<file path="src/lim_pkg.sv">
package lim_pkg;
  // bus geometry
  localparam int ADDR_W = 8;
  localparam int EFF_W  = 9;
  typedef logic signed [31:0] val_t;
  typedef logic [ADDR_W-1:0]  addr_t;
  // register byte offsets
  localparam addr_t OFS_POS_LOW  = 8'h00;
  localparam addr_t OFS_POS_HIGH = 8'h04;
  localparam addr_t OFS_FWD_LOW  = 8'h08;
  localparam addr_t OFS_FWD_HIGH = 8'h0C;
  localparam addr_t OFS_BWD_LOW  = 8'h10;
  localparam addr_t OFS_BWD_HIGH = 8'h14;
  localparam addr_t OFS_SETPOINT = 8'h18;
  localparam addr_t OFS_EFFORT   = 8'h1C;
  localparam addr_t OFS_RESULT   = 8'h20;
  localparam addr_t OFS_STATUS   = 8'h24;
  // reset values, already mutually ordered
  localparam val_t RST_POS_LOW  = 32'h00000000;
  localparam val_t RST_POS_HIGH = 32'h000003FF;
  localparam val_t RST_FWD_LOW  = 32'h00000000;
  localparam val_t RST_FWD_HIGH = 32'h000000FF;
  localparam val_t RST_BWD_LOW  = 32'h00000000;
  localparam val_t RST_BWD_HIGH = 32'hFFFFFF01;
  localparam val_t ZERO         = 32'h00000000;
  // effort range, +255 and -255
  localparam val_t EFF_MAX = 32'h000000FF;
  localparam val_t EFF_MIN = 32'hFFFFFF01;
  // status bits
  localparam int ST_ACCEPT = 0;
  localparam int ST_REJECT = 1;
  // axi responses
  localparam logic [1:0] RESP_OKAY   = 2'h0;
  localparam logic [1:0] RESP_SLVERR = 2'h2;
  // one-hot channel states
  typedef enum logic [1:0] {
    CH_IDLE = 2'h1,
    CH_RESP = 2'h2
  } ch_state_e;
  // inclusive clamp of a signed value
  function automatic val_t clamp(input val_t v, input val_t lo,
                                 input val_t hi);
    if (v < lo) return lo;
    else if (v > hi) return hi;
    else return v;
  endfunction
  // byte-lane merge of write data onto an old word
  function automatic val_t merge(input val_t old, input logic [31:0] nw,
                                 input logic [3:0] strb);
    val_t r;
    r = old;
    for (int i = 0; i < 4; i++) begin
      if (strb[i]) r[i*8 +: 8] = nw[i*8 +: 8];
    end
    return r;
  endfunction
endpackage

</file>
<file path="src/effort_shaper.sv">
`timescale 1ns/10ps
module effort_shaper
  import lim_pkg::*;
(
  input  wire lim_pkg::val_t              raw,
  input  wire lim_pkg::val_t              fwd_low,
  input  wire lim_pkg::val_t              fwd_high,
  input  wire lim_pkg::val_t              bwd_low,
  input  wire lim_pkg::val_t              bwd_high,
  output logic signed [lim_pkg::EFF_W-1:0] shaped
);
  // full-width signed work value
  val_t v;
  // deadband and saturation per direction, then range clamp
  always_comb begin
    v = raw;
    if (raw > ZERO) begin
      // forwards: brake below deadband, saturate above limit
      if (raw < fwd_low) v = ZERO;
      else if (raw > fwd_high) v = fwd_high;
    end else if (raw < ZERO) begin
      // backwards: brake inside deadband, saturate beyond limit
      if (raw > bwd_low) v = ZERO;
      else if (raw < bwd_high) v = bwd_high;
    end
    v = clamp(v, EFF_MIN, EFF_MAX);
    shaped = v[EFF_W-1:0];
  end
endmodule // effort_shaper

</file>
<file path="src/feedback_limits.sv">
// Chosen here: the address map and the AXI4-Lite register port.
`timescale 1ns/10ps
// How it works
// - low position kept at or below high
// - high position kept at or above low
// - forward deadband between backward deadband and saturation
// - forward saturation between forward deadband and 255
// - backward deadband between backward saturation, forward deadband
// - backward saturation between -255 and backward deadband
// - small forward effort forced to zero
// - large forward effort saturated to limit
// - small backward effort forced to zero
// - large backward effort saturated to limit
// - write answered with parameter's resulting value
// - read returns stored parameter value
// - position bounds bound the controller target as of its last setpoint write
// - new setpoint clamped into position bounds
// - effort stays within -255 to 255
module feedback_limits
  import lim_pkg::*;
(
  input  wire logic                       aclk,
  input  wire logic                       aresetn,
  input  wire lim_pkg::addr_t             awaddr,
  input  wire logic                       awvalid,
  output logic                            awready,
  input  wire logic [31:0]                wdata,
  input  wire logic [3:0]                 wstrb,
  input  wire logic                       wvalid,
  output logic                            wready,
  output logic [1:0]                      bresp,
  output logic                            bvalid,
  input  wire logic                       bready,
  input  wire lim_pkg::addr_t             araddr,
  input  wire logic                       arvalid,
  output logic                            arready,
  output logic [31:0]                     rdata,
  output logic [1:0]                      rresp,
  output logic                            rvalid,
  input  wire logic                       rready,
  input  wire lim_pkg::val_t              effort_raw,
  output logic signed [lim_pkg::EFF_W-1:0] effort_out,
  output lim_pkg::val_t                   target_pos
);
  // limit parameters
  val_t pos_low_q;                // lowest allowed target
  val_t pos_high_q;               // highest allowed target
  val_t fwd_low_q;                // forward deadband
  val_t fwd_high_q;               // forward saturation
  val_t bwd_low_q;                // backward deadband
  val_t bwd_high_q;               // backward saturation
  val_t target_q;                 // clamped setpoint
  val_t result_q;                 // value after last write
  logic [1:0] status_q;           // accept / reject of last write
  // write channel capture
  addr_t       aw_addr_q;         // held write address
  logic [31:0] w_data_q;          // held write data
  logic [3:0]  w_strb_q;          // held byte strobes
  logic        aw_got_q;          // address taken
  logic        w_got_q;           // data taken
  logic        awready_q;
  logic        wready_q;
  logic        bvalid_q;
  logic [1:0]  bresp_q;
  ch_state_e   wr_state_q;        // write channel state
  // read channel
  logic        arready_q;
  logic        rvalid_q;
  logic [31:0] rdata_q;
  logic [1:0]  rresp_q;
  ch_state_e   rd_state_q;        // read channel state
  // effort path
  logic signed [EFF_W-1:0] shaped;        // combinational shaper out
  logic signed [EFF_W-1:0] effort_q;      // registered effort
  // write evaluation
  logic wr_fire;                  // both halves held, act now
  val_t nv;                       // merged candidate value
  logic wr_hit;                   // address is mapped
  logic wr_ok;                    // candidate passes its check
  val_t rd_val;                   // read mux output
  logic rd_hit;                   // read address is mapped
  assign awready    = awready_q;
  assign wready     = wready_q;
  assign bvalid     = bvalid_q;
  assign bresp      = bresp_q;
  assign arready    = arready_q;
  assign rvalid     = rvalid_q;
  assign rdata      = rdata_q;
  assign rresp      = rresp_q;
  assign effort_out = effort_q;
  assign target_pos = target_q;
  assign wr_fire = aw_got_q && w_got_q && (wr_state_q == CH_IDLE);
  // write decode: candidate value and its acceptance check
  always_comb begin
    nv     = merge(ZERO, w_data_q, w_strb_q);
    wr_hit = 1'b1;
    wr_ok  = 1'b0;
    if (aw_addr_q == OFS_POS_LOW) begin
      nv    = merge(pos_low_q, w_data_q, w_strb_q);
      wr_ok = (nv <= pos_high_q);
    end else if (aw_addr_q == OFS_POS_HIGH) begin
      nv    = merge(pos_high_q, w_data_q, w_strb_q);
      wr_ok = (nv >= pos_low_q);
    end else if (aw_addr_q == OFS_FWD_LOW) begin
      nv    = merge(fwd_low_q, w_data_q, w_strb_q);
      wr_ok = (nv <= fwd_high_q) && (nv >= bwd_low_q);
    end else if (aw_addr_q == OFS_FWD_HIGH) begin
      nv    = merge(fwd_high_q, w_data_q, w_strb_q);
      wr_ok = (nv >= fwd_low_q) && (nv <= EFF_MAX);
    end else if (aw_addr_q == OFS_BWD_LOW) begin
      nv    = merge(bwd_low_q, w_data_q, w_strb_q);
      wr_ok = (nv >= bwd_high_q) && (nv <= fwd_low_q);
    end else if (aw_addr_q == OFS_BWD_HIGH) begin
      nv    = merge(bwd_high_q, w_data_q, w_strb_q);
      wr_ok = (nv <= bwd_low_q) && (nv >= EFF_MIN);
    end else if (aw_addr_q == OFS_SETPOINT) begin
      nv    = merge(target_q, w_data_q, w_strb_q);
      wr_ok = 1'b1;
    end else if (aw_addr_q == OFS_EFFORT || aw_addr_q == OFS_RESULT ||
                 aw_addr_q == OFS_STATUS) begin
      wr_ok = 1'b0;               // read-only, write ignored
    end else begin
      wr_hit = 1'b0;              // unmapped
    end
  end
  // write address channel
  always_ff @(posedge aclk) begin
    if (!aresetn) begin
      awready_q <= 1'b0;
      aw_got_q  <= 1'b0;
      aw_addr_q <= '0;
    end else if (awvalid && awready_q) begin
      awready_q <= 1'b0;          // hold until response taken
      aw_got_q  <= 1'b1;
      aw_addr_q <= awaddr;
    end else if (bvalid_q && bready) begin
      aw_got_q  <= 1'b0;
    end else if (!aw_got_q && wr_state_q == CH_IDLE) begin
      awready_q <= 1'b1;
    end
  end
  // write data channel
  always_ff @(posedge aclk) begin
    if (!aresetn) begin
      wready_q <= 1'b0;
      w_got_q  <= 1'b0;
      w_data_q <= '0;
      w_strb_q <= '0;
    end else if (wvalid && wready_q) begin
      wready_q <= 1'b0;
      w_got_q  <= 1'b1;
      w_data_q <= wdata;
      w_strb_q <= wstrb;
    end else if (bvalid_q && bready) begin
      w_got_q  <= 1'b0;
    end else if (!w_got_q && wr_state_q == CH_IDLE) begin
      wready_q <= 1'b1;
    end
  end
  // write response state machine
  always_ff @(posedge aclk) begin
    if (!aresetn) begin
      wr_state_q <= CH_IDLE;
      bvalid_q   <= 1'b0;
      bresp_q    <= RESP_OKAY;
    end else begin
      case (wr_state_q)
        CH_IDLE: begin
          if (wr_fire) begin
            wr_state_q <= CH_RESP;
            bvalid_q   <= 1'b1;
            bresp_q    <= wr_hit ? RESP_OKAY : RESP_SLVERR;
          end
        end
        CH_RESP: begin
          if (bready) begin
            wr_state_q <= CH_IDLE;
            bvalid_q   <= 1'b0;
          end
        end
        default: begin
          wr_state_q <= CH_IDLE;
          bvalid_q   <= 1'b0;
        end
      endcase
    end
  end
  // limit registers, updated only when the check passes
  always_ff @(posedge aclk) begin
    if (!aresetn) begin
      pos_low_q  <= RST_POS_LOW;
      pos_high_q <= RST_POS_HIGH;
      fwd_low_q  <= RST_FWD_LOW;
      fwd_high_q <= RST_FWD_HIGH;
      bwd_low_q  <= RST_BWD_LOW;
      bwd_high_q <= RST_BWD_HIGH;
    end else if (wr_fire && wr_ok) begin
      if (aw_addr_q == OFS_POS_LOW) pos_low_q <= nv;
      else if (aw_addr_q == OFS_POS_HIGH) pos_high_q <= nv;
      else if (aw_addr_q == OFS_FWD_LOW) fwd_low_q <= nv;
      else if (aw_addr_q == OFS_FWD_HIGH) fwd_high_q <= nv;
      else if (aw_addr_q == OFS_BWD_LOW) bwd_low_q <= nv;
      else if (aw_addr_q == OFS_BWD_HIGH) bwd_high_q <= nv;
    end
  end
  // controller target, clamped into the position window
  always_ff @(posedge aclk) begin
    if (!aresetn) begin
      target_q <= RST_POS_LOW;
    end else if (wr_fire && aw_addr_q == OFS_SETPOINT) begin
      target_q <= clamp(nv, pos_low_q, pos_high_q);
    end
  end
  // resulting value and outcome of the last write
  always_ff @(posedge aclk) begin
    if (!aresetn) begin
      result_q <= ZERO;
      status_q <= '0;
    end else if (wr_fire && wr_hit) begin
      if (aw_addr_q == OFS_SETPOINT)
        result_q <= clamp(nv, pos_low_q, pos_high_q);
      else if (wr_ok)
        result_q <= nv;
      else
        result_q <= rd_old(aw_addr_q);
      status_q[ST_ACCEPT] <= wr_ok;
      status_q[ST_REJECT] <= !wr_ok;
    end
  end
  // stored value at a write address, for the rejected case
  function automatic val_t rd_old(input addr_t a);
    if (a == OFS_POS_LOW) return pos_low_q;
    else if (a == OFS_POS_HIGH) return pos_high_q;
    else if (a == OFS_FWD_LOW) return fwd_low_q;
    else if (a == OFS_FWD_HIGH) return fwd_high_q;
    else if (a == OFS_BWD_LOW) return bwd_low_q;
    else if (a == OFS_BWD_HIGH) return bwd_high_q;
    else if (a == OFS_SETPOINT) return target_q;
    else return ZERO;
  endfunction
  // read mux over all mapped registers
  always_comb begin
    rd_hit = 1'b1;
    rd_val = rd_old(araddr);
    if (araddr == OFS_EFFORT)
      rd_val = val_t'(effort_q);
    else if (araddr == OFS_RESULT)
      rd_val = result_q;
    else if (araddr == OFS_STATUS)
      rd_val = {30'h00000000, status_q};
    else if (araddr > OFS_STATUS || araddr[1:0] != 2'h0)
      rd_hit = 1'b0;              // unmapped or unaligned
  end
  // read channel state machine
  always_ff @(posedge aclk) begin
    if (!aresetn) begin
      rd_state_q <= CH_IDLE;
      arready_q  <= 1'b0;
      rvalid_q   <= 1'b0;
      rdata_q    <= '0;
      rresp_q    <= RESP_OKAY;
    end else begin
      case (rd_state_q)
        CH_IDLE: begin
          if (arvalid && arready_q) begin
            rd_state_q <= CH_RESP;
            arready_q  <= 1'b0;
            rvalid_q   <= 1'b1;
            rdata_q    <= rd_hit ? rd_val : ZERO;
            rresp_q    <= rd_hit ? RESP_OKAY : RESP_SLVERR;
          end else begin
            arready_q  <= 1'b1;
          end
        end
        CH_RESP: begin
          if (rready) begin
            rd_state_q <= CH_IDLE;
            rvalid_q   <= 1'b0;
          end
        end
        default: begin
          rd_state_q <= CH_IDLE;
          rvalid_q   <= 1'b0;
        end
      endcase
    end
  end
  // effort deadband and saturation
  effort_shaper effort_shaper_inst (
    .raw      (effort_raw),
    .fwd_low  (fwd_low_q),
    .fwd_high (fwd_high_q),
    .bwd_low  (bwd_low_q),
    .bwd_high (bwd_high_q),
    .shaped   (shaped)
  );
  // registered effort output
  always_ff @(posedge aclk) begin
    if (!aresetn) effort_q <= '0;
    else effort_q <= shaped;
  end
endmodule // feedback_limits

</file>
<file path="config.mk">
export PLATFORM = sky130hd
export DESIGN_NAME = feedback_limits
export DESIGN_NICKNAME = d
export VERILOG_FILES = /design/src/lim_pkg.sv /design/src/effort_shaper.sv /design/src/feedback_limits.sv
export SDC_FILE = /design/constraint.sdc
export NUM_CORES = 2
export LEC_CHECK = 0
export BUFFER_PORTS_ARGS = -buffer_cell sky130_fd_sc_hd__buf_2
export CORE_MARGIN = 1
export CORE_UTILIZATION = 50
export CTS_BUF_LIST = sky130_fd_sc_hd__clkbuf_2
export DETAILED_ROUTE_END_ITERATION = 8
export PLACE_DENSITY_LB_ADDON = 0.15
export REMOVE_ABC_BUFFERS = 1
export SYNTH_ARGS = -nofsm -noshare
export SYNTH_HDL_FRONTEND = slang
export SYNTH_SLANG_ARGS = --single-unit
</file>
<file path="constraint.sdc">
create_clock -name aclk -period 8 [get_ports aclk]
set_input_delay 0.4 -clock aclk [delete_from_list [all_inputs] [get_ports aclk]]
set_output_delay 0.4 -clock aclk [all_outputs]
set_load 0.005 [all_outputs]
</file>
==> results_dict.tcl <==
set metrics [dict create \
    multi_input_area_mm2 0.02326 \
    yosysTopAreaCell "dfxtp_1" \
    synth_seq_cells 354 \
    ys.flop_type "dfxtp_1" \
    post-place-cells 4874 \
    placed_cell_area_mm2 0.03398 \
    hold_class "input pin to register" \
    maxSlewHeadroom_pct 8.350 \
    ys_seq_area_share_pct 22.18 \
    clkLatencyLatePin_ns 1.30 \
    power.leakage_uw 0.01607 \
    drc 0 \
    synth_edf_count 0 \
    die-area_mm2 0.06493 \
    grt_pass1_wl_mm 240.5 \
    portBuffers 170 \
    numCtsBuffers 97 \
    netlist_top_cells_count "504 x nand2_1, 445 x ha_1, 354 x dfxtp_1" \
    async_reset_ff_share_pct 0 \
    grt_overflow_total 0 \
    tightest_slew_ns 1.368 \
    cp_max_fo 66 \
    hpwlAfterDp_mm 124.9 \
    postSynthCellCount 3993 \
    max_freq_mhz 122.3 \
    setup_viol 50 \
    maxCapViolCount 0 \
    drt_first_pass_iters 9 \
    layout.cells.non_filler 5214 \
    cp_data_arrival_time_ns 9.28 \
    n_fill_cell 5886 \
    die_w_um 254.8 \
    die_y_um 254.8 \
    finalCritPeriodShare_pct 102.2 \
    vias 36880 \
    worstPathRequired_ns 9.11 \
    ys_top_cells_by_area "dfxtp_1 22%, ha_1 17%, mux2i_1 8.6%, nand2_1 5.9%, o21ai_0 5.4%" \
    nNetsFinal 4835 \
    drv_slew 0 \
    viasPerCell 7.073 \
    cts_resized 0 \
    grt_max_degree 73 \
    track_usage_pct 51.45 \
    initial_core_util_pct 50.66 \
    setup_ws_ns -0.1769 \
    routed_wl_mm 170.6 \
    routedWlPerCell_um 32.72 \
    regArea_mm2 0.007097 \
    avgSynthCellArea_um2 8.003 \
    p_per_area_mw_per_mm2 141.5 \
    clk_pin_slew_ns 0.10 \
    yosysTopAreaCellShare_pct 22.18 \
    synth.distinct_cells 98 \
    final_layout_size_suffix_gt1_share_pct 12.63 \
    clock_path_buffers 3 \
    yosysWarnings 0 \
    outcome "complete, but fails checks" \
    netlist_area_mm2 0.03196 \
    clock_sinks 354 \
    drt_iter0_drc 5617 \
    ir_drop_mv 0.1820 \
    num_rows 92 \
    htree_num_levels 3 \
    syn2layout_area_growth_pct 14.41 \
    ant_nets 0 \
    gp_congestion 1.151 \
    rsz0062_at_grt "no" \
    period_minus_slack_ns 8.177 \
    critPathCaptureType "register" \
    cts_root_buffer "clkbuf_2" \
    post-synth-top-count-cell "nand2_1" \
    finalClockSkew_ns 0.1332 \
    cts_tree "yes" \
    hold_violations 0 \
    grt_pass1_vias 34650 \
    core_area_mm2 0.06308 \
    stdcell_area_mm2 0.03656 \
    antenna_found_initial 12 \
    ioPinCount 173 \
    violations "negative setup slack" \
    start_kind "register" \
    path_class "register to register" \
]
kinds of logic (layout without fill, tap and decap cells):
| group | count (synthesis) | after routing | synth area share (%) |
|---|---|---|---|
| multiplexers | 340 | 340 | 12.04 |
| flip-flops | 354 | 354 | 22.18 |
| other | 1 | 8 | 0.01173 |
| XOR/XNOR | 2 | 2 | 0.05482 |
| adder cells (fa/ha/maj) | 445 | 445 | 17.42 |
| AND/OR/NAND/NOR | 1132 | 1132 | 16.53 |
| AO/OA/AOI/OAI | 1257 | 1257 | 26.17 |
| buffers and inverters | 462 | 830 | 5.591 |
stage by stage:
step	hold WS, ns	utilization, %	power (uW)	setup slack [ns]	TNS [ns]
2_1_floorplan	0.4360	-	2857	-4.541	-462.52
3_3_place_gp	0.4425	53.87	3627	0.5603	0
3_5_place_dp	0.4459	53.87	3631	0.6403	0
4_1_cts	0.02094	57.94	5043	0.5382	0
5_1_grt	0.06786	57.95	5311	0.1491	0
6_report	0.06842	57.96	5174	-0.1769	-3.020
routing by layer:
| layer | share of wire [%] | GRT usage (%) |
|---|---|---|
| met1 | 37 | 63.33 |
| met4 | 9.5 | 42.12 |
| met5 | 0.025 | 0 |
| met3 | 13 | 14.82 |
| met2 | 40 | 74.30 |
final cells by class:
class,instances,area share (%)
multi-input cells,3178,63.62
flip-flops and latches,354,19.41
repair buffers,443,9.408
well taps,846,2.895
inverters,225,2.317
clock buffers,135,1.848
clock inverters,27,0.4654
diodes,6,0.04107
final timing paths:
| path | start | to | slack, ns | cells after the start |
|---|---|---|---|---|
| hold reg to reg | rdata[14] | rdata[14] | 0.48 | 1 |
| setup reg to reg | w_strb_q[3] | fwd_low_q[18] | -0.18 | 16 |
| hold / removal | awvalid | awready | 0.07 | 5 |
| setup / recovery | w_strb_q[3] | fwd_low_q[18] | -0.18 | 16 |
worst max-delay path, stage by stage (launching register included):
cell and delay (ns):
dfxtp_2 1.07, nand2_1 0.50, o21ai_0 0.27, ha_1 0.18
nand4_1 0.14, nor3_1 0.92, nand4_1 0.63, nor2_1 0.60
nand3_1 0.15, a21oi_1 0.49, o21bai_1 0.15, a41oi_1 0.30
o2111ai_1 0.30, nor2_4 0.87, or3_2 0.25, buf_4 0.76
mux2i_1 0.26
registers in the layout, summed over array words and instances, names as in the netlist, 2 cells and up:
| register | count |
|---|---|
| aw_addr_q | 8 |
| bwd_high_q | 32 |
| bwd_low_q | 32 |
| effort_out | 9 |
| fwd_high_q | 32 |
| fwd_low_q | 32 |
| pos_high_q | 32 |
| pos_low_q | 32 |
| rdata | 32 |
| result_q | 32 |
| status_q | 2 |
| target_pos | 32 |
| w_data_q | 32 |
| w_strb_q | 4 |
power by group:
| part | switching [uW] | total [uW] | internal, uW |
|---|---|---|---|
| clock | 886 | 1390 | 501 |
| sequential | 47.2 | 1830 | 1790 |
| combinational | 1270 | 1950 | 687 |
| total | 2200 | 5170 | 2970 |
what timing repair did:
action                    in CTS  in global routing
setup buffers                  0                  0
hold endpoints to repair     120                  0
hold buffers                 172                  0
cell usage in the layout (no fill, tap or decap), types with 53 or more instances in the layout:
cell	instances
nor3_1	53
ha_1	445
buf_2	169
a21oi_1	222
inv_1	222
mux2i_1	274
a21o_1	112
nor2_1	189
dfxtp_1	348
o21ai_0	347
buf_4	93
nand2_1	504
clkbuf_2	135
nand3_1	98
dlygate4sd3_1	172
nand4_1	109
a22oi_1	99
Power figures use the tool's default switching activity.
